<file path="src/hdl/pimpc_consts.svh">
// Offsets, field positions, reset values and counts of the port ingress MAC control block
`ifndef PIMPC_CONSTS_SVH
`define PIMPC_CONSTS_SVH

`define PIMPC_PAGE_MAC_A        12'h400
`define PIMPC_PAGE_MAC_B        12'h401
`define PIMPC_PAGE_RATE         12'h403
`define PIMPC_PAGE_XPORT_B      12'h301
`define PIMPC_XPORT_NUM         4'h5
`define PIMPC_RST_REG           8'h00
`define PIMPC_MASK_MAC_A        8'h0B
`define PIMPC_MASK_MAC_B        8'hBF
`define PIMPC_MASK_RATE         8'h7F
`define PIMPC_MASK_XPORT_B      8'h07

`define PIMPC_BIT_STORM         1
`define PIMPC_BIT_JUMBO         0
`define PIMPC_BIT_BACKPRESS     3
`define PIMPC_BIT_PASS_ALL      0
`define PIMPC_BIT_PORT_BASED    6
`define PIMPC_BIT_PKT_RATE      5
`define PIMPC_BIT_RATE_FC       4
`define PIMPC_BIT_MODE_HI       3
`define PIMPC_BIT_MODE_LO       2
`define PIMPC_BIT_IFG           1
`define PIMPC_BIT_PREAMBLE      0
`define PIMPC_BIT_XMODE         2
`define PIMPC_BIT_XTYPE_HI      1
`define PIMPC_BIT_XTYPE_LO      0

`define PIMPC_JUMBO_PAYLOAD     14'h2328
`define PIMPC_STD_PAYLOAD       14'h05DC
`define PIMPC_HDR_CRC_BYTES     14'h0012
`define PIMPC_MIN_FRAME         14'h0040
`define PIMPC_IFG_BYTES         14'h000C
`define PIMPC_PREAMBLE_BYTES    14'h0008
`define PIMPC_PKT_CHARGE        14'h0001
`define PIMPC_STRAP_SETTLE      2'h3

`endif

</file>
<file path="src/hdl/pimpc_pkg.sv">
// Types shared by the port ingress MAC control block
package pimpc_pkg;

    typedef enum logic [1:0] {
        pimpc_lim_all,
        pimpc_lim_flood,
        pimpc_lim_bmcast,
        pimpc_lim_bcast
    } pimpc_lim_mode_type;

    typedef struct packed {
        logic               storm_en;
        logic               jumbo_en;
        logic               backpress_en;
        logic               pass_all;
        logic               port_based;
        logic               packet_rate_mode;
        logic               rate_fc_en;
        pimpc_lim_mode_type lim_mode;
        logic               interframe_gap;
        logic               preamble;
    } pimpc_cfg_type;

    typedef struct packed {
        logic [2:0]  port;
        logic [13:0] length;
        logic        bcast;
        logic        mcast;
        logic        flood_ucast;
        logic        crc_err;
        logic        flow_ctrl;
        logic [2:0]  prio;
    } pimpc_frame_type;

    typedef struct packed {
        logic [2:0]  port;
        logic        forward;
        logic        mirror_only;
        logic        counted;
        logic        prio_based;
        logic [2:0]  prio;
        logic [13:0] charge;
    } pimpc_dec_type;

endpackage

</file>
<file path="src/hdl/pimpc_port_regs.sv">
// One port's MAC control and ingress rate control register set
`timescale 1ns/1ps
`include "pimpc_consts.svh"
module pimpc_port_regs (
    input  wire logic       clk_sys,
    input  wire logic       rst_n,
    input  wire logic       wr_a,
    input  wire logic       wr_b,
    input  wire logic       wr_rate,
    input  wire logic [7:0] wdata,
    output logic      [7:0] mac_a,
    output logic      [7:0] mac_b,
    output logic      [7:0] rate
);
    // Read-only bits are held at zero by masking every write
    always_ff @(posedge clk_sys or negedge rst_n) begin
        if (!rst_n) begin
            mac_a <= `PIMPC_RST_REG;
            mac_b <= `PIMPC_RST_REG;
            rate  <= `PIMPC_RST_REG;
        end else begin
            if (wr_a) begin
                mac_a <= wdata & `PIMPC_MASK_MAC_A;
            end
            if (wr_b) begin
                mac_b <= wdata & `PIMPC_MASK_MAC_B;
            end
            if (wr_rate) begin
                rate <= wdata & `PIMPC_MASK_RATE;
            end
        end
    end
endmodule

</file>
<file path="src/hdl/pimpc_sync.sv">
// Two-flop synchroniser for pin inputs
`timescale 1ns/1ps
module pimpc_sync #(
    parameter int WIDTH = 1
) (
    input  wire logic             clk_sys,
    input  wire logic             rst_n,
    input  wire logic [WIDTH-1:0] pin,
    output logic      [WIDTH-1:0] level
);
    logic [WIDTH-1:0] stage;

    always_ff @(posedge clk_sys or negedge rst_n) begin
        if (!rst_n) begin
            stage <= '0;
            level <= '0;
        end else begin
            stage <= pin;
            level <= stage;
        end
    end
endmodule

</file>
<file path="src/hdl/pimpc_top.sv">
// Per-port ingress MAC policing control: registers, frame judgement, flow control requests
//
// Notes on behaviour
// - Storm enable drops broadcasts over storm limit
// - Jumbo bit: payload limit 9000, else 1500
// - Back pressure only when enabled and half duplex
// - Full duplex uses separately enabled pause instead
// - Bad frames dropped; pass-all forwards for mirroring
// - Pass-all never affects flow control frame filtering
// - Bit 6: port-wide limit, else per priority
// - Bit 5: count packets, else count bytes
// - Bit 4: rate overrun raises flow control
// - Overrun flow control needs port flow control allowed
// - Mode selects counted frame classes
// - Bit 1 adds 12 gap bytes
// - Bit 0 adds 8 preamble bytes
// - Preamble option ignored in packet mode
// - External port mode and type from straps
// - Type 00 RGMII, 01 RMII, 1x MII
// - Mode bit: MAC/PHY or reference clock direction
//
// Implementation choice: the address-and-strobe port.
`timescale 1ns/1ps
`include "pimpc_consts.svh"
module pimpc_top (
    input  wire logic                   clk_sys,
    input  wire logic                   rst_n,
    input  wire logic [15:0]            reg_addr,
    input  wire logic [7:0]             reg_wdata,
    input  wire logic                   reg_wr,
    input  wire logic                   reg_rd,
    output logic      [7:0]             reg_rdata,
    input  wire logic                   rx_data_bit1_strap,
    input  wire logic [1:0]             rx_data_bits32_strap,
    input  wire logic [4:0]             port_full_duplex,
    input  wire logic [4:0]             port_congested,
    input  wire logic [4:0]             port_pause_en,
    input  wire logic [4:0]             port_fc_allowed,
    input  wire logic [4:0]             rate_exceeded,
    input  wire logic [4:0]             storm_exceeded,
    input  wire logic                   fc_frame_filter_en,
    input  wire logic                   frm_start,
    input  wire logic [2:0]             frm_start_port,
    input  wire logic                   frm_end,
    input  wire pimpc_pkg::pimpc_frame_type frm,
    output logic                        dec_valid,
    output pimpc_pkg::pimpc_dec_type    dec,
    output logic [4:0]                  backpressure_req,
    output logic [4:0]                  pause_req,
    output logic                        external_mac_port_mode,
    output logic [1:0]                  external_mac_port_type
);
    localparam int NPORT = 5;

    logic [7:0]              mac_a [NPORT];
    logic [7:0]              mac_b [NPORT];
    logic [7:0]              rate  [NPORT];
    pimpc_pkg::pimpc_cfg_type cfg  [NPORT];
    logic [NPORT-1:0]        sel_port;
    logic                    hit_a;
    logic                    hit_b;
    logic                    hit_rate;
    logic                    hit_xport;
    logic [2:0]              addr_slot;
    logic                    addr_slot_ok;
    logic [7:0]              next_rdata;
    logic                    bit1_sync;
    logic [1:0]              bits32_sync;
    logic [1:0]              strap_cnt;
    logic                    strap_done;
    logic [2:0]              xport_b;
    pimpc_pkg::pimpc_cfg_type snap_cfg;
    logic                    snap_ok;
    logic [2:0]              snap_port;
    pimpc_pkg::pimpc_cfg_type use_cfg;
    logic [2:0]              frm_slot;
    logic                    frm_slot_ok;
    logic [2:0]              st_slot;
    logic                    st_slot_ok;
    logic [13:0]             payload;
    logic [13:0]             pay_limit;
    logic                    bad;
    logic                    storm_hit;
    logic                    class_hit;
    logic                    next_forward;
    logic                    next_mirror;
    logic [13:0]             next_charge;

    // Map a switch port number onto its register slot; ports 0, 5 and 6 have none
    function automatic logic [3:0] pimpc_slot(input logic [3:0] num);
        logic [3:0] r;
        r = 4'h8;
        unique case (num)
            4'h1: r = 4'h0;
            4'h2: r = 4'h1;
            4'h3: r = 4'h2;
            4'h4: r = 4'h3;
            4'h7: r = 4'h4;
            default: r = 4'h8;
        endcase
        return r;
    endfunction

    // Register address decode, upper nibble is the port number
    always_comb begin
        logic [3:0] s;
        s            = pimpc_slot(reg_addr[15:12]);
        addr_slot    = s[2:0];
        addr_slot_ok = !s[3];
        hit_a        = addr_slot_ok && reg_addr[11:0] == `PIMPC_PAGE_MAC_A;
        hit_b        = addr_slot_ok && reg_addr[11:0] == `PIMPC_PAGE_MAC_B;
        hit_rate     = addr_slot_ok && reg_addr[11:0] == `PIMPC_PAGE_RATE;
        hit_xport    = reg_addr[15:12] == `PIMPC_XPORT_NUM
                       && reg_addr[11:0] == `PIMPC_PAGE_XPORT_B;
        for (int i = 0; i < NPORT; i++) begin
            sel_port[i] = addr_slot == 3'(i);
        end
    end

    generate
        for (genvar g = 0; g < NPORT; g++) begin : g_port
            pimpc_port_regs u_regs (
                .clk_sys (clk_sys),
                .rst_n   (rst_n),
                .wr_a    (reg_wr && hit_a && sel_port[g]),
                .wr_b    (reg_wr && hit_b && sel_port[g]),
                .wr_rate (reg_wr && hit_rate && sel_port[g]),
                .wdata   (reg_wdata),
                .mac_a   (mac_a[g]),
                .mac_b   (mac_b[g]),
                .rate    (rate[g])
            );
            always_comb begin
                cfg[g].storm_en         = mac_a[g][`PIMPC_BIT_STORM];
                cfg[g].jumbo_en         = mac_a[g][`PIMPC_BIT_JUMBO];
                cfg[g].backpress_en     = mac_b[g][`PIMPC_BIT_BACKPRESS];
                cfg[g].pass_all         = mac_b[g][`PIMPC_BIT_PASS_ALL];
                cfg[g].port_based       = rate[g][`PIMPC_BIT_PORT_BASED];
                cfg[g].packet_rate_mode = rate[g][`PIMPC_BIT_PKT_RATE];
                cfg[g].rate_fc_en       = rate[g][`PIMPC_BIT_RATE_FC];
                cfg[g].lim_mode         = pimpc_pkg::pimpc_lim_mode_type'(
                    rate[g][`PIMPC_BIT_MODE_HI:`PIMPC_BIT_MODE_LO]);
                cfg[g].interframe_gap   = rate[g][`PIMPC_BIT_IFG];
                cfg[g].preamble         = rate[g][`PIMPC_BIT_PREAMBLE];
            end
        end
    endgenerate

    // Read data appear in the cycle after the strobe; unmapped reads give zero
    always_comb begin
        next_rdata = 8'h00;
        if (hit_a) begin
            next_rdata = mac_a[addr_slot];
        end else if (hit_b) begin
            next_rdata = mac_b[addr_slot];
        end else if (hit_rate) begin
            next_rdata = rate[addr_slot];
        end else if (hit_xport) begin
            next_rdata = {5'h00, xport_b};
        end
    end

    always_ff @(posedge clk_sys or negedge rst_n) begin
        if (!rst_n) begin
            reg_rdata <= 8'h00;
        end else begin
            reg_rdata <= reg_rd ? next_rdata : 8'h00;
        end
    end

    // Straps are pins, so they pass the synchroniser before they are caught
    pimpc_sync #(.WIDTH(3)) u_strap_sync (
        .clk_sys (clk_sys),
        .rst_n   (rst_n),
        .pin     ({rx_data_bit1_strap, rx_data_bits32_strap}),
        .level   ({bit1_sync, bits32_sync})
    );

    // Wait for the synchroniser to fill before the strap value is taken
    always_ff @(posedge clk_sys or negedge rst_n) begin
        if (!rst_n) begin
            strap_cnt  <= 2'h0;
            strap_done <= 1'b0;
        end else if (!strap_done) begin
            strap_cnt  <= strap_cnt + 2'h1;
            strap_done <= strap_cnt == `PIMPC_STRAP_SETTLE;
        end
    end

    // External port mode and interface type; software may override after the strap load
    always_ff @(posedge clk_sys or negedge rst_n) begin
        if (!rst_n) begin
            xport_b <= 3'h0;
        end else if (!strap_done && strap_cnt == `PIMPC_STRAP_SETTLE) begin
            xport_b <= {bit1_sync, bits32_sync};
        end else if (reg_wr && hit_xport) begin
            xport_b <= reg_wdata[2:0];
        end
    end

    // Type 1x means MII; mode bit picks MAC or PHY role, or RMII clock source
    always_comb begin
        external_mac_port_mode = xport_b[`PIMPC_BIT_XMODE];
        external_mac_port_type = xport_b[`PIMPC_BIT_XTYPE_HI:`PIMPC_BIT_XTYPE_LO];
    end

    // Flow control requests, per port, from live settings
    always_ff @(posedge clk_sys or negedge rst_n) begin
        if (!rst_n) begin
            backpressure_req <= 5'h00;
            pause_req        <= 5'h00;
        end else begin
            for (int i = 0; i < NPORT; i++) begin
                logic rate_fc;
                rate_fc = cfg[i].rate_fc_en && rate_exceeded[i] && port_fc_allowed[i];
                backpressure_req[i] <= !port_full_duplex[i] && cfg[i].backpress_en
                                       && (port_congested[i] || rate_fc);
                pause_req[i] <= port_full_duplex[i]
                                && ((port_pause_en[i] && port_congested[i]) || rate_fc);
            end
        end
    end

    // Settings are frozen at frame start so a write mid-frame cannot split a judgement
    always_comb begin
        logic [3:0] s;
        logic [3:0] t;
        s           = pimpc_slot({1'b0, frm_start_port});
        t           = pimpc_slot({1'b0, frm.port});
        st_slot     = s[2:0];
        st_slot_ok  = !s[3];
        frm_slot    = t[2:0];
        frm_slot_ok = !t[3];
    end

    always_ff @(posedge clk_sys or negedge rst_n) begin
        if (!rst_n) begin
            snap_cfg  <= '0;
            snap_ok   <= 1'b0;
            snap_port <= 3'h0;
        end else if (frm_start && st_slot_ok) begin
            snap_cfg  <= cfg[st_slot];
            snap_ok   <= 1'b1;
            snap_port <= frm_start_port;
        end else if (frm_end) begin
            snap_ok <= 1'b0;
        end
    end

    // Without a matching start the live settings stand in
    always_comb begin
        if (snap_ok && snap_port == frm.port) begin
            use_cfg = snap_cfg;
        end else if (frm_slot_ok) begin
            use_cfg = cfg[frm_slot];
        end else begin
            use_cfg = '0;
        end
    end

    // Frame judgement at frame end
    always_comb begin
        payload   = frm.length - `PIMPC_HDR_CRC_BYTES;
        pay_limit = use_cfg.jumbo_en ? `PIMPC_JUMBO_PAYLOAD : `PIMPC_STD_PAYLOAD;
        bad       = frm.crc_err || frm.length < `PIMPC_MIN_FRAME
                    || (frm.length >= `PIMPC_HDR_CRC_BYTES && payload > pay_limit);
        storm_hit = use_cfg.storm_en && frm.bcast && storm_exceeded[frm_slot];
        unique case (use_cfg.lim_mode)
            pimpc_pkg::pimpc_lim_all:    class_hit = 1'b1;
            pimpc_pkg::pimpc_lim_flood:  class_hit = frm.bcast || frm.mcast || frm.flood_ucast;
            pimpc_pkg::pimpc_lim_bmcast: class_hit = frm.bcast || frm.mcast;
            pimpc_pkg::pimpc_lim_bcast:  class_hit = frm.bcast;
        endcase
        next_forward = 1'b0;
        next_mirror  = 1'b0;
        if (!frm_slot_ok) begin
            next_forward = 1'b0;
        end else if (frm.flow_ctrl && fc_frame_filter_en) begin
            next_forward = 1'b0;
        end else if (bad) begin
            next_forward = use_cfg.pass_all;
            next_mirror  = use_cfg.pass_all;
        end else begin
            next_forward = !storm_hit;
        end
        if (use_cfg.packet_rate_mode) begin
            next_charge = `PIMPC_PKT_CHARGE;
        end else begin
            next_charge = frm.length
                + (use_cfg.interframe_gap ? `PIMPC_IFG_BYTES : 14'h0000)
                + (use_cfg.preamble ? `PIMPC_PREAMBLE_BYTES : 14'h0000);
        end
    end

    always_ff @(posedge clk_sys or negedge rst_n) begin
        if (!rst_n) begin
            dec_valid <= 1'b0;
            dec       <= '0;
        end else begin
            dec_valid <= frm_end;
            if (frm_end) begin
                dec.port        <= frm.port;
                dec.forward     <= next_forward;
                dec.mirror_only <= next_mirror;
                dec.counted     <= frm_slot_ok && class_hit;
                dec.prio_based  <= !use_cfg.port_based;
                dec.prio        <= frm.prio;
                dec.charge      <= next_charge;
            end
        end
    end
endmodule

</file>
<file path="config.mk">
export PLATFORM = sky130hd
export DESIGN_NAME = pimpc_top
export DESIGN_NICKNAME = d
export VERILOG_FILES = /design/src/hdl/pimpc_pkg.sv /design/src/hdl/pimpc_port_regs.sv /design/src/hdl/pimpc_sync.sv /design/src/hdl/pimpc_top.sv
export VERILOG_INCLUDE_DIRS = /design/src /design/src/hdl
export SDC_FILE = /design/constraint.sdc
export NUM_CORES = 1
export LEC_CHECK = 0
export BUFFER_PORTS_ARGS = -buffer_cell sky130_fd_sc_hd__buf_2
export CAP_MARGIN = 25
export CORE_ASPECT_RATIO = 1.75
export CORE_UTILIZATION = 50
export DETAILED_ROUTE_END_ITERATION = 8
export GPL_TIMING_DRIVEN = 1
export PLACE_DENSITY = 0.83
export SLEW_MARGIN = 25
export SYNTH_ARGS = -nofsm -noshare
export SYNTH_HDL_FRONTEND = slang
export SYNTH_SLANG_ARGS = --single-unit
</file>
<file path="constraint.sdc">
create_clock -name clk_sys -period 10.15 [get_ports clk_sys]
set_clock_uncertainty 0.05 [all_clocks]
set_input_delay 0.5075 -clock clk_sys [delete_from_list [all_inputs] [get_ports clk_sys]]
set_output_delay 0.5075 -clock clk_sys [all_outputs]
set_load 0.05 [all_outputs]
</file>
After elaboration in Yosys (flattened, before gate mapping):

Cells that the tools add are included.

* $add $sub $neg: 4
* $lt $le $gt $ge: 7
* eq/ne operators: 29
* multiplexer cells: 43
* bitwise logic cells: 3
* reductions and logical operators: 90

Operators with widths (count)
* 8-bit 2-to-1 mux: 10
* 8-bit binary-select mux with 3-bit select: 3
* 11-bit binary-select mux with 3-bit select: 2
* 11-bit 2-to-1 mux: 6
* 1-bit logical AND: 61
* 4-bit one-hot mux with 5 select lines: 3
* 12-bit by 11-bit == test with 1-bit output (second input constant): 3
* 14-bit by 4-bit adder with 14-bit output: 2
* 14-bit 2-to-1 mux: 2
* 3-bit by 2-bit == test with 1-bit output (second input constant): 6
* 3-bit == test (second input constant): 5
* 14-bit by 5-bit >= comparator with 1-bit output (second input constant): 1
* 14-bit > comparator: 1
* 1-bit logical OR: 14
* 14-bit by 7-bit less-than comparator with 1-bit output (second input constant): 1
* 14-bit by 5-bit subtractor with 14-bit output (second input constant): 1
* 12-bit by 10-bit == test with 1-bit output (second input constant): 1
* 4-bit by 3-bit == test with 1-bit output (second input constant): 3
* 4-bit >= comparator (second input constant): 3
* 3-bit NOT with 4-bit output: 3
* 1-bit logical NOT: 11
* 1-bit 2-to-1 mux: 10
* 3-bit by 1-bit == test with 1-bit output (second input constant): 3
* 3-bit 2-to-1 mux: 3
* other kinds (13): 18

* flip-flop bits (word level): 155
* input bits: 92
* output and inout bits: 46
* logic and storage cells: 219

Logic depth before layout (Yosys ltp):

Gate-level depths: netlist of the first run.

* word-level depth: 15
* gate-level depth with buffers: 18

Cells and area by module:

Synthesis of the first run repeated with hierarchy kept, for this count alone.

* cells, all modules: 925
* area total of the unflattened synthesis: 9464.1 um^2

Modules (own cells, without submodules)
* pimpc_top: times used 1, cells each 699, area each 5572.8 um^2, seq. area each 1551.5 um^2
* pimpc_port_regs: times used 5, cells each 44, area each 748.2 um^2, seq. area each 425.4 um^2
* pimpc_sync: times used 1, cells each 6, area each 150.1 um^2, seq. area each 150.1 um^2

Worst setup path before layout of the first run:

OpenSTA, ideal clock, no wires.

* path type: input -> register
* start point: input frm[23] (netlist bit)
* end point: register dec[13] (netlist bit)
* library setup time: 0.136 ns
* arrival: 3.795 ns
* data required time: 9.964 ns
* path slack: 6.169 ns
* stages: 17
* path buffers: 4
* path through: buf_2 -> buf_1 -> clkbuf_1 -> clkbuf_1 -> a21oi_1 -> o22ai_1 -> o21ai_0 -> fa_1 -> ha_1 -> inv_1 -> fa_1 -> nor2_1 -> and3_1 -> and3_1 -> nand3_1 -> xor2_1 -> o2bb2ai_1

* cells in the longest elaborated chain, start to end: 12

Ends and longest elaborated chain
* from (decl): line pimpc_top.sv:45 `input wire pimpc_pkg::pimpc_frame_type frm,`
* 3-bit == test (tied with other cells): line pimpc_top.sv:93 `unique case (num)`
* 4-bit one-hot mux with 5 select lines: line pimpc_top.sv:93
* 3-bit NOT with 4-bit output (not written as such): line pimpc_top.sv:255 `use_cfg = cfg[frm_slot];`
* 11-bit binary-select mux with 3-bit select: line pimpc_top.sv:255
* 11-bit 2-to-1 mux (not written as such) (2 in a row): line pimpc_top.sv:255
* 11-bit 2-to-1 mux: line pimpc_top.sv:254 `end else if (frm_slot_ok) begin`
* 11-bit 2-to-1 mux (*): line pimpc_top.sv:252 `if (snap_ok && snap_port == frm.port) begin`
* 4-bit 2-to-1 mux: line pimpc_top.sv:290 `` + (use_cfg.interframe_gap ? `PIMPC_IFG_BYTES : 14'h0000) ``
* 14-bit by 4-bit adder with 14-bit output (2 in a row): line pimpc_top.sv:289 `next_charge = frm.length`
* 14-bit 2-to-1 mux (*): line pimpc_top.sv:286 `if (use_cfg.packet_rate_mode) begin`
* to (decl): line pimpc_top.sv:47 `output pimpc_pkg::pimpc_dec_type dec,`

Every way passes the cells marked *; elsewhere a longest branch is shown, timed or not. The select of a mux whose other input is x is not followed.
A chain may end at the register's enable or synchronous reset.

Worst setup path in the final report of the first run:

Ends and elaborated chain as after synthesis.

==> results.json, run 1 <==
{
  "syn_nets": 915,
  "yosys.cell_types.count": 71,
  "cts_resized": 0,
  "grt_pass1_wl_um": 37200,
  "syn_inst": 808,
  "finalSetupViolations": 0,
  "cts_max_path_buffers": 2,
  "cp.required_ns": 10.46,
  "synth_top_cell_by_area": "dfrtp_1",
  "post_synth.cell_area_avg_um2": 10.5,
  "tightest_slew_ns": 0.938,
  "die_y_um": 174,
  "reg2reg_setup_slack_ns": 6.40,
  "routedWlPerCell_um": 19.9,
  "post-dp-hpwl_um": 16600,
  "max_cap_viol_count": 0,
  "critPathMaxFanout": 34,
  "cts_setup_buffers": 0,
  "ys_ff_latch": 153,
  "path_class": "in2reg",
  "min_period_ns": 3.94,
  "cellPowerDensity_nw_per_um2": 155,
  "startpoint_type": "input pin",
  "critPathSlowestCell": "nor4_4",
  "grt_pass1_vias": 7231,
  "postLayoutCellArea_um2": 9890,
  "gp_congestion": 0.918,
  "drive_above_1_share": 0.284,
  "yosys_warnings": 0,
  "wirelength_um": 23100,
  "synthFlopType": "dfrtp_1",
  "vias": 7135,
  "synthTopCellsByArea": "dfrtp_1 45%, mux2_2 8.0%, o21ai_0 3.7%",
  "status": "complete, no violations",
  "htreeDepth": 4,
  "timing.final.hold_violations": 0,
  "slew_headroom": 0.375,
  "drv_slew": 0,
  "avgViaCountPerCell": 6.16,
  "first_pass_iters": 6,
  "die_w_um": 100,
  "cts-root-buf": "clkbuf_16",
  "ctsHoldBuffers": 0,
  "finalCritPeriodShare": 0.388,
  "synth_top_area_share": 0.453,
  "cts_tree": "yes",
  "die-area_um2": 17500,
  "clkTransAtPathRegs_ns": 0.07,
  "ant_nets": 0,
  "synth_edf_count": 0,
  "grt_use_total": 0.278,
  "rsz0062_at_grt": "no",
  "holdCritPathClass": "in2async",
  "worst_path_largest_cell_delay_ns": 0.62,
  "clock_latency_ns": 0.43,
  "antenna_found_initial": 0,
  "io-pin-count": 138,
  "insertedDiodeCount": 0,
  "grt_max_degree": 82,
  "start_util": 0.514,
  "cp.arrival_ns": 4.25,
  "clock_sinks": 153,
  "fillers": 1428,
  "syn-cell-area_um2": 8460,
  "layout-area-overhead-vs-synth_pct": 16.9,
  "drtIter0Drc": 457,
  "dpl_cell_area_um2": 9260,
  "power.leakage_uw": 0.00474,
  "setup-tns-final_ns": 0,
  "fin_nets": 1028,
  "numCtsBuffers": 17,
  "rows": 62,
  "path_cells": "buf_2, xor2_1, nor4_4, o21ai_0, fa_1, ha_1, inv_1, fa_1, nor2_1, and3_1, and3_1, nand3_1, xor2_1, o2bb2ai_1",
  "portBuffers": 137,
  "fmax_ghz": 0.254,
  "end_kind": "register",
  "p_total_uw": 1530,
  "drc_errors": 0,
  "coreArea_um2": 16400,
  "grt_remaining_overflow": 0,
  "ys_seq_area_frac": 0.453,
  "ys_async_sr_fraction": 1.00,
  "vdd_ir_drop_max_v": 0.000143
}
-- cell families after synthesis --
kind of cell	synth area share
AOI/OAI and AO/OA	0.167
xor gates and xnor gates	0.0259
adders and majority gates	0.0240
buffers and inverters	0.0321
DFF	0.453
muxes	0.158
and+or+nand+nor	0.141
-- registers in the layout, summed over array words and instances (netlist names) --
register	count
xport_b	3
dec	24
u_strap_sync.level	3
strap_cnt	2
g_port.u_regs.rate	35
backpressure_req	5
snap_ok	1
g_port.u_regs.mac_a	15
pause_req	5
u_strap_sync.stage	3
reg_rdata	8
dec_valid	1
g_port.u_regs.mac_b	35
strap_done	1
snap_cfg	9
snap_port	3
-- cells in the final DEF (no fill, tap or decap), types with 10 or more instances in the layout --
| cell type | count |
|---|---|
| xor2_1 | 14 |
| o2bb2ai_1 | 16 |
| nor2b_1 | 14 |
| o21ai_0 | 62 |
| nor3_1 | 10 |
| buf_2 | 136 |
| dfrtp_1 | 153 |
| nor2_1 | 33 |
| mux2_1 | 26 |
| mux2_2 | 60 |
| mux2i_1 | 26 |
| inv_1 | 19 |
| ha_1 | 13 |
| a21oi_1 | 38 |
| o221ai_1 | 15 |
| nand2_1 | 72 |
| o22ai_1 | 17 |
| nand3_1 | 14 |
| xnor2_1 | 11 |
| a22oi_1 | 12 |
| clkbuf_16 | 17 |
-- cell usage after synthesis (6+ instances only) --
cell and number:
o2bb2ai_1 16, nand2_1 72, nand3_1 14, nor2b_1 14, xor2_1 14, nor2_1 33, dfrtp_1 153, mux2i_1 26
mux2_1 26, mux2_2 60, a21o_1 6, inv_1 19, nor2_2 6, a21oi_1 38, clkbuf_1 36, nand2b_1 9
nor3b_1 9, mux2_4 7, o221ai_1 15, a31oi_1 6, nor3_1 10, o22ai_1 17, xnor2_1 11, a22oi_1 12
or3_1 9, ha_1 13, o21ai_0 62
-- metrics by stage --
step           instances  worst slack, ns  hold WS [ns]  utilization
2_1_floorplan        808             6.17         0.162            -
3_3_place_gp        1126             5.66         0.281        0.563
3_5_place_dp        1126             5.42         0.287        0.563
4_1_cts             1158             5.86        0.0613        0.600
5_1_grt             1158             5.85         0.100        0.601
6_report            1158             6.21        0.0383        0.601
-- final cells by class --
cell class,count,area [um2],area share
Clock buffer,18,439,0.0444
Multi-Input combinational cell,589,4370,0.442
Sequential cell,153,3830,0.387
Inverter,20,75.1,0.00759
Clock inverter,14,174,0.0176
Tap cell,224,280,0.0283
Timing Repair Buffer,140,718,0.0726
-- worst max-delay path: cells and delay by family --
family	cells	cell delay (ns)
AND/OR/NAND/NOR	5	1.32
adder cells (fa/ha/maj)	3	1.09
buffers and inverters	2	0.55
AO/OA/AOI/OAI	2	0.43
XOR/XNOR	2	0.35
-- power breakdown --
group | leakage, uW | switching (uW) | internal (uW)
logic | 0.00240 | 155 | 68.1
registers | 0.00204 | 13.6 | 632
clock network | 0.000306 | 283 | 381
-- final timing paths --
check                                                       end  cells past startpoint                       startpoint
max in group asynchronous                   dec[22]$_DFFE_PN0P_                      2                            rst_n
worst max-delay path                        dec[13]$_DFFE_PN0P_                     14                          frm[23]
worst max register to register              dec[13]$_DFFE_PN0P_                     13         snap_port[2]$_DFFE_PN0P_
min in group clk_sys            u_strap_sync.stage[2]$_DFF_PN0_                      1               rx_data_bit1_strap
worst min register to register  u_strap_sync.level[0]$_DFF_PN0_                      0  u_strap_sync.stage[0]$_DFF_PN0_
worst min-delay path                     pause_req[1]$_DFF_PN0_                      1                            rst_n
-- layer usage --
layer,vias up,track usage,wire [um]
met5,-,0,0
met4,0,0.165,1260
met3,92,0.0406,1180
met2,331,0.495,12300
met1,3493,0.305,8310
li1,3219,-,-
Note: power is estimated with default switching activity, not from simulation.
==> run 2, diff against run 1 <==
==> constraint.sdc (replaced) <==
create_clock -name clk_sys -period 4 [get_ports clk_sys]
set_clock_uncertainty 0.05 [all_clocks]
set_input_delay 0.2 -clock clk_sys [delete_from_list [all_inputs] [get_ports clk_sys]]
set_output_delay 0.2 -clock clk_sys [all_outputs]
set_load 0.05 [all_outputs]
==> results.json, run 2 (synthesis results as in run 1) <==
{
  "cts-root-buf": "clkbuf_16",
  "fillers": 1405,
  "path_cells": "xor2_1, nor4_2, buf_4, mux2i_1, inv_1, ha_1, a21o_1, a21oi_1, a2bb2oi_1, a221oi_2, o2111ai_1, o311ai_1",
  "htreeDepth": 4,
  "power_frac_comb": 0.147,
  "grt_remaining_overflow": 0,
  "worst_path_largest_cell_delay_ns": 0.47,
  "postLayoutCellArea_um2": 10100,
  "routedWlPerCell_um": 20.0,
  "r2r_start": "snap_port[2]$_DFFE_PN0P_",
  "reg2reg_setup_slack_ns": 0.55,
  "layout_common_cells": "153 x dfrtp_1, 136 x buf_2, 72 x nand2_1",
  "p_sw_uw": 1150,
  "die_w_um": 100,
  "cts_setup_buffers": 0,
  "rows": 62,
  "grt_max_degree": 83,
  "power.leakage_uw": 0.00485,
  "grt_pass1_vias": 7346,
  "max_cap_viol_count": 0,
  "vias": 7261,
  "path_buf_inv": 2,
  "cts_tree": "yes",
  "finalSetupViolations": 0,
  "p_seq_frac": 0.412,
  "placed_cells": 1133,
  "cellPowerDensity_nw_per_um2": 392,
  "portBuffers": 137,
  "first_pass_iters": 7,
  "sw_frac_of_total": 0.289,
  "timing.final.hold_violations": 0,
  "avgViaCountPerCell": 6.14,
  "layout-area-overhead-vs-synth_pct": 19.9,
  "grt_pass1_wl_um": 37900,
  "path_class": "reg2reg",
  "critPathSlowestCell": "mux2i_1",
  "vdd_ir_drop_max_v": 0.000292,
  "post-dp-hpwl_um": 16900,
  "clock_sinks": 153,
  "insertedDiodeCount": 0,
  "die-area_um2": 17500,
  "finalCritPeriodShare": 0.863,
  "slew_headroom": 0.378,
  "cp.depth": 12,
  "cp.arrival_ns": 3.72,
  "io-pin-count": 138,
  "largestRegisters": "g_port.u_regs.mac_b (35), g_port.u_regs.rate (35), dec (24)",
  "path_delay_family": "compound AO/OA/AOI/OAI gates",
  "layout.area.seq_um2": 3830,
  "fin_nets": 1053,
  "cts_max_path_buffers": 2,
  "drc_errors": 0,
  "ctsHoldBuffers": 18,
  "final_common_cell": "dfrtp_1",
  "die_y_um": 174,
  "rr_worst_depth": 12,
  "drtIter0Drc": 539,
  "start_util": 0.514,
  "antenna_found_initial": 0,
  "clkTransAtPathRegs_ns": 0.07,
  "critPathMaxFanout": 11,
  "clock_latency_ns": 0.42,
  "crit_start": "snap_port[2]$_DFFE_PN0P_",
  "wirelength_um": 23600,
  "cts_resized": 0,
  "coreArea_um2": 16400,
  "numCtsBuffers": 17,
  "final_cells": 1183,
  "gp_congestion": 0.950,
  "clkPwrFrac": 0.441,
  "grt_use_total": 0.283,
  "end_kind": "register",
  "ant_nets": 0,
  "fin_util": 0.616,
  "min_period_ns": 3.45,
  "setup-tns-final_ns": 0,
  "hold_ws_ns": 0.00537,
  "multi_input_comb_area_um2": 4360,
  "crit_path_end": "dec[20]$_DFFE_PN0P_",
  "p_int_uw": 2820,
  "holdCritPathClass": "in2reg",
  "cp.required_ns": 4.27,
  "rsz0062_at_grt": "no",
  "startpoint_type": "register",
  "hold_start": "reg_wdata[7]",
  "tightest_slew_ns": 0.933,
  "dpl_cell_area_um2": 9310,
  "fmax_ghz": 0.290,
  "status": "complete, no violations",
  "drive_above_1_share": 0.283,
  "r2r_end": "dec[20]$_DFFE_PN0P_",
  "drv_slew": 0
}
[run 2: per-stage QoR]
stage	setup WS [ns]	power [uW]
5_1_grt	0.166	4100
6_report	0.546	3970
3_5_place_dp	0.528	2230
4_1_cts	0.546	3990
2_1_floorplan	0.327	2020
3_3_place_gp	0.606	2220
[run 2: cell type report]
cell class | instances | share of cell area
flip-flops and latches | 153 | 0.378
well taps | 224 | 0.0277
multi-input cells | 589 | 0.430
inverters | 20 | 0.00741
repair buffers | 165 | 0.0934
clock inverters | 14 | 0.0201
clock buffers | 18 | 0.0433
[run 2: power groups by stage]
stage	Sequential [uW]	Clock, uW	Combinational (uW)
6_report	1640	1750	583
5_1_grt	1640	1820	634
3_3_place_gp	1670	0	558
2_1_floorplan	1790	0	238
3_5_place_dp	1670	0	567
4_1_cts	1640	1770	584
[run 2: layer usage]
layer | vias to the layer above | part of all wire | GRT usage
li1 | 3263 | - | -
met1 | 3570 | 0.36 | 0.308
met2 | 328 | 0.53 | 0.503
met3 | 100 | 0.052 | 0.0442
met4 | 0 | 0.056 | 0.176
met5 | - | 0 | 0
[run 2: how the worst min path moves through the flow]
stage | cells after the start | slack (ns) | to
6_report | 2 | 0.005 | g_port[0].u_regs.mac_b[7]$_DFFE_PN0P_
5_1_grt | 2 | 0.01 | g_port[0].u_regs.mac_b[7]$_DFFE_PN0P_
4_1_cts | 3 | 0.0009 | dec[18]$_DFFE_PN0P_
3_5_place_dp | 1 | 0.26 | backpressure_req[1]$_DFF_PN0_
3_3_place_gp | 1 | 0.25 | pause_req[0]$_DFF_PN0_
2_1_floorplan | 0 | -0.15 | backpressure_req[0]$_DFF_PN0_
[run 2: worst register-to-register path, stage by stage (launching register included)]
cell and delay, ns:
dfrtp_1 0.39, xor2_1 0.16, nor4_2 0.46, buf_4 0.26
mux2i_1 0.47, inv_1 0.20, ha_1 0.36, a21o_1 0.16
a21oi_1 0.15, a2bb2oi_1 0.10, a221oi_2 0.33, o2111ai_1 0.17
o311ai_1 0.10
==> run 3, diff against run 2 <==
--- a/config.mk
+++ b/config.mk
@@ -12,6 +12,7 @@
 export CORE_UTILIZATION = 50
 export DETAILED_ROUTE_END_ITERATION = 8
 export GPL_TIMING_DRIVEN = 1
+export HOLD_SLACK_MARGIN = 0.06
 export PLACE_DENSITY = 0.83
 export SLEW_MARGIN = 25
 export SYNTH_ARGS = -nofsm -noshare
==> constraint.sdc (replaced) <==
create_clock -name clk_sys -period 3.6 [get_ports clk_sys]
set_clock_uncertainty 0.05 [all_clocks]
set_input_delay 0.18 -clock clk_sys [delete_from_list [all_inputs] [get_ports clk_sys]]
set_output_delay 0.18 -clock clk_sys [all_outputs]
set_load 0.05 [all_outputs]
==> results.json, run 3 (synthesis results as in run 1) <==
{
  "hold_ws_ns": 0.0701,
  "io-pin-count": 138,
  "cellPowerDensity_nw_per_um2": 421,
  "grt_remaining_overflow": 0,
  "holdCritPathClass": "in2reg",
  "postLayoutCellArea_um2": 10400,
  "path_class": "reg2reg",
  "vias": 7473,
  "startpoint_type": "register",
  "first_pass_iters": 5,
  "fillers": 1363,
  "place_ws_ns": 0.0209,
  "wirelength_um": 24000,
  "finalCritPeriodShare": 0.945,
  "clkPwrFrac": 0.430,
  "layout_common_cells": "153 x dfrtp_1, 136 x buf_2, 72 x nand2_1",
  "fin_nets": 1080,
  "cp.arrival_ns": 3.71,
  "power.leakage_uw": 0.00496,
  "tightest_slew_ns": 0.949,
  "critPathSlowestCell": "fa_1",
  "htreeDepth": 4,
  "path_delay_family": "simple AND/OR/NAND/NOR gates",
  "p_total_uw": 4370,
  "post-dp-hpwl_um": 16700,
  "cts_max_path_buffers": 2,
  "grt_pass1_vias": 7599,
  "power_frac_comb": 0.154,
  "worst_path_largest_cell_delay_ns": 0.51,
  "final_common_cell": "dfrtp_1",
  "fin_util": 0.631,
  "max_cap_viol_count": 0,
  "drive_above_1_share": 0.282,
  "slew_headroom": 0.367,
  "die-area_um2": 17500,
  "final.setup.worst_slack_ns": 0.197,
  "start_util": 0.514,
  "gp_congestion": 0.921,
  "ant_nets": 0,
  "clock_sinks": 153,
  "clkTransAtPathRegs_ns": 0.07,
  "die_w_um": 100,
  "sw_frac_of_total": 0.295,
  "die_y_um": 174,
  "vdd_ir_drop_max_v": 0.000315,
  "p_seq_frac": 0.416,
  "drv_slew": 0,
  "p_int_uw": 3080,
  "routedWlPerCell_um": 19.8,
  "grt_pass1_wl_um": 38900,
  "largestRegisters": "g_port.u_regs.mac_b (35), g_port.u_regs.rate (35), dec (24)",
  "path_cells": "xor2_1, nor4_4, o21ai_1, fa_1, ha_1, inv_1, fa_1, nor2_1, and3_1, and3_1, nand3_1, xor2_1, o2bb2ai_1",
  "cts-root-buf": "clkbuf_16",
  "path_buf_inv": 1,
  "drc_errors": 0,
  "finalSetupViolations": 0,
  "dpl_cell_area_um2": 9360,
  "fmax_ghz": 0.294,
  "avgViaCountPerCell": 6.17,
  "rows": 62,
  "coreArea_um2": 16400,
  "portBuffers": 137,
  "grt_max_degree": 71,
  "end_kind": "register",
  "grt_use_total": 0.289,
  "timing.final.hold_violations": 0,
  "layout-area-overhead-vs-synth_pct": 22.7,
  "cp.required_ns": 3.91,
  "min_period_ns": 3.40,
  "numCtsBuffers": 17,
  "drtIter0Drc": 533,
  "antenna_found_initial": 1,
  "critPathMaxFanout": 5,
  "cts_tree": "yes",
  "p_sw_uw": 1290,
  "status": "complete, no violations",
  "clock_latency_ns": 0.43
}
## run 3: cell types whose count changed in the layout (fill, tap and decap cells not counted)
cell | before | now
nor4_4 | 0 | 1
nor4_2 | 1 | 0
diode_2 | 0 | 1
clkinv_8 | 1 | 0
inv_8 | 4 | 6
o21ai_0 | 62 | 60
clkinv_4 | 3 | 2
bufinv_16 | 3 | 2
o21ai_1 | 0 | 2
dlygate4sd3_1 | 18 | 38
clkinvlp_4 | 0 | 2
inv_6 | 3 | 2
buf_4 | 10 | 17
## run 3: routing by layer
metal / share of wire / track usage
met4: 0.063 / 0.185
met3: 0.063 / 0.0551
met1: 0.36 / 0.325
met2: 0.51 / 0.493
met5: 0 / 0
## run 3: power by group through the flow
stage          sequential, uW  combinational [uW]  clock (uW)
2_1_floorplan            1980                 264           0
3_3_place_gp             1850                 622           0
3_5_place_dp             1850                 631           0
4_1_cts                  1820                 663        1890
5_1_grt                  1830                 729        1980
6_report                 1820                 675        1880
## run 3: metrics by stage
| step | cells | TNS (ns) |
|---|---|---|
| floorplan | 808 | 0 |
| global placement | 1139 | 0 |
| detailed placement | 1139 | 0 |
| CTS | 1209 | 0 |
| global route | 1211 | -0.00503 |
| finish | 1211 | 0 |
## run 3: final timing paths
path	startpoint	endpoint	slack (ns)	depth (start not counted)
min in group asynchronous	rst_n	pause_req[0]$_DFF_PN0_	0.28	2
setup reg to reg	snap_port[2]$_DFFE_PN0P_	dec[13]$_DFFE_PN0P_	0.20	13
setup / recovery	snap_port[2]$_DFFE_PN0P_	dec[13]$_DFFE_PN0P_	0.20	13
max in group asynchronous	rst_n	g_port[4].u_regs.mac_b[1]$_DFFE_PN0P_	2.32	3
hold / removal	frm[20]	dec[12]$_DFFE_PN0P_	0.07	3
hold reg to reg	u_strap_sync.stage[1]$_DFF_PN0_	u_strap_sync.level[1]$_DFF_PN0_	0.30	0
## run 3: cell type report
| cell class | count | area, um2 | share of cell area |
|---|---|---|---|
| Antenna cell | 1 | 2.50 | 0.000241 |
| Timing Repair Buffer | 192 | 1200 | 0.116 |
| Tap cell | 224 | 280 | 0.0270 |
| Inverter | 20 | 75.1 | 0.00724 |
| Multi-Input combinational cell | 589 | 4370 | 0.421 |
| Clock buffer | 18 | 439 | 0.0423 |
| Sequential cell | 153 | 3830 | 0.369 |
| Clock inverter | 14 | 178 | 0.0171 |
## run 3: timing repair
action | 4_1_cts | 5_1_grt
endpoints found under the setup margin | 0 | 4
setup buffers | 0 | 1
gates resized for setup | 0 | 3
hold buffers | 38 | 0
endpoints found under the hold margin | 102 | 0
## run 3: worst min-delay path: stages
cell	delay (ns)
buf_2	0.14
xor2_1	0.07
o2bb2ai_1	0.13
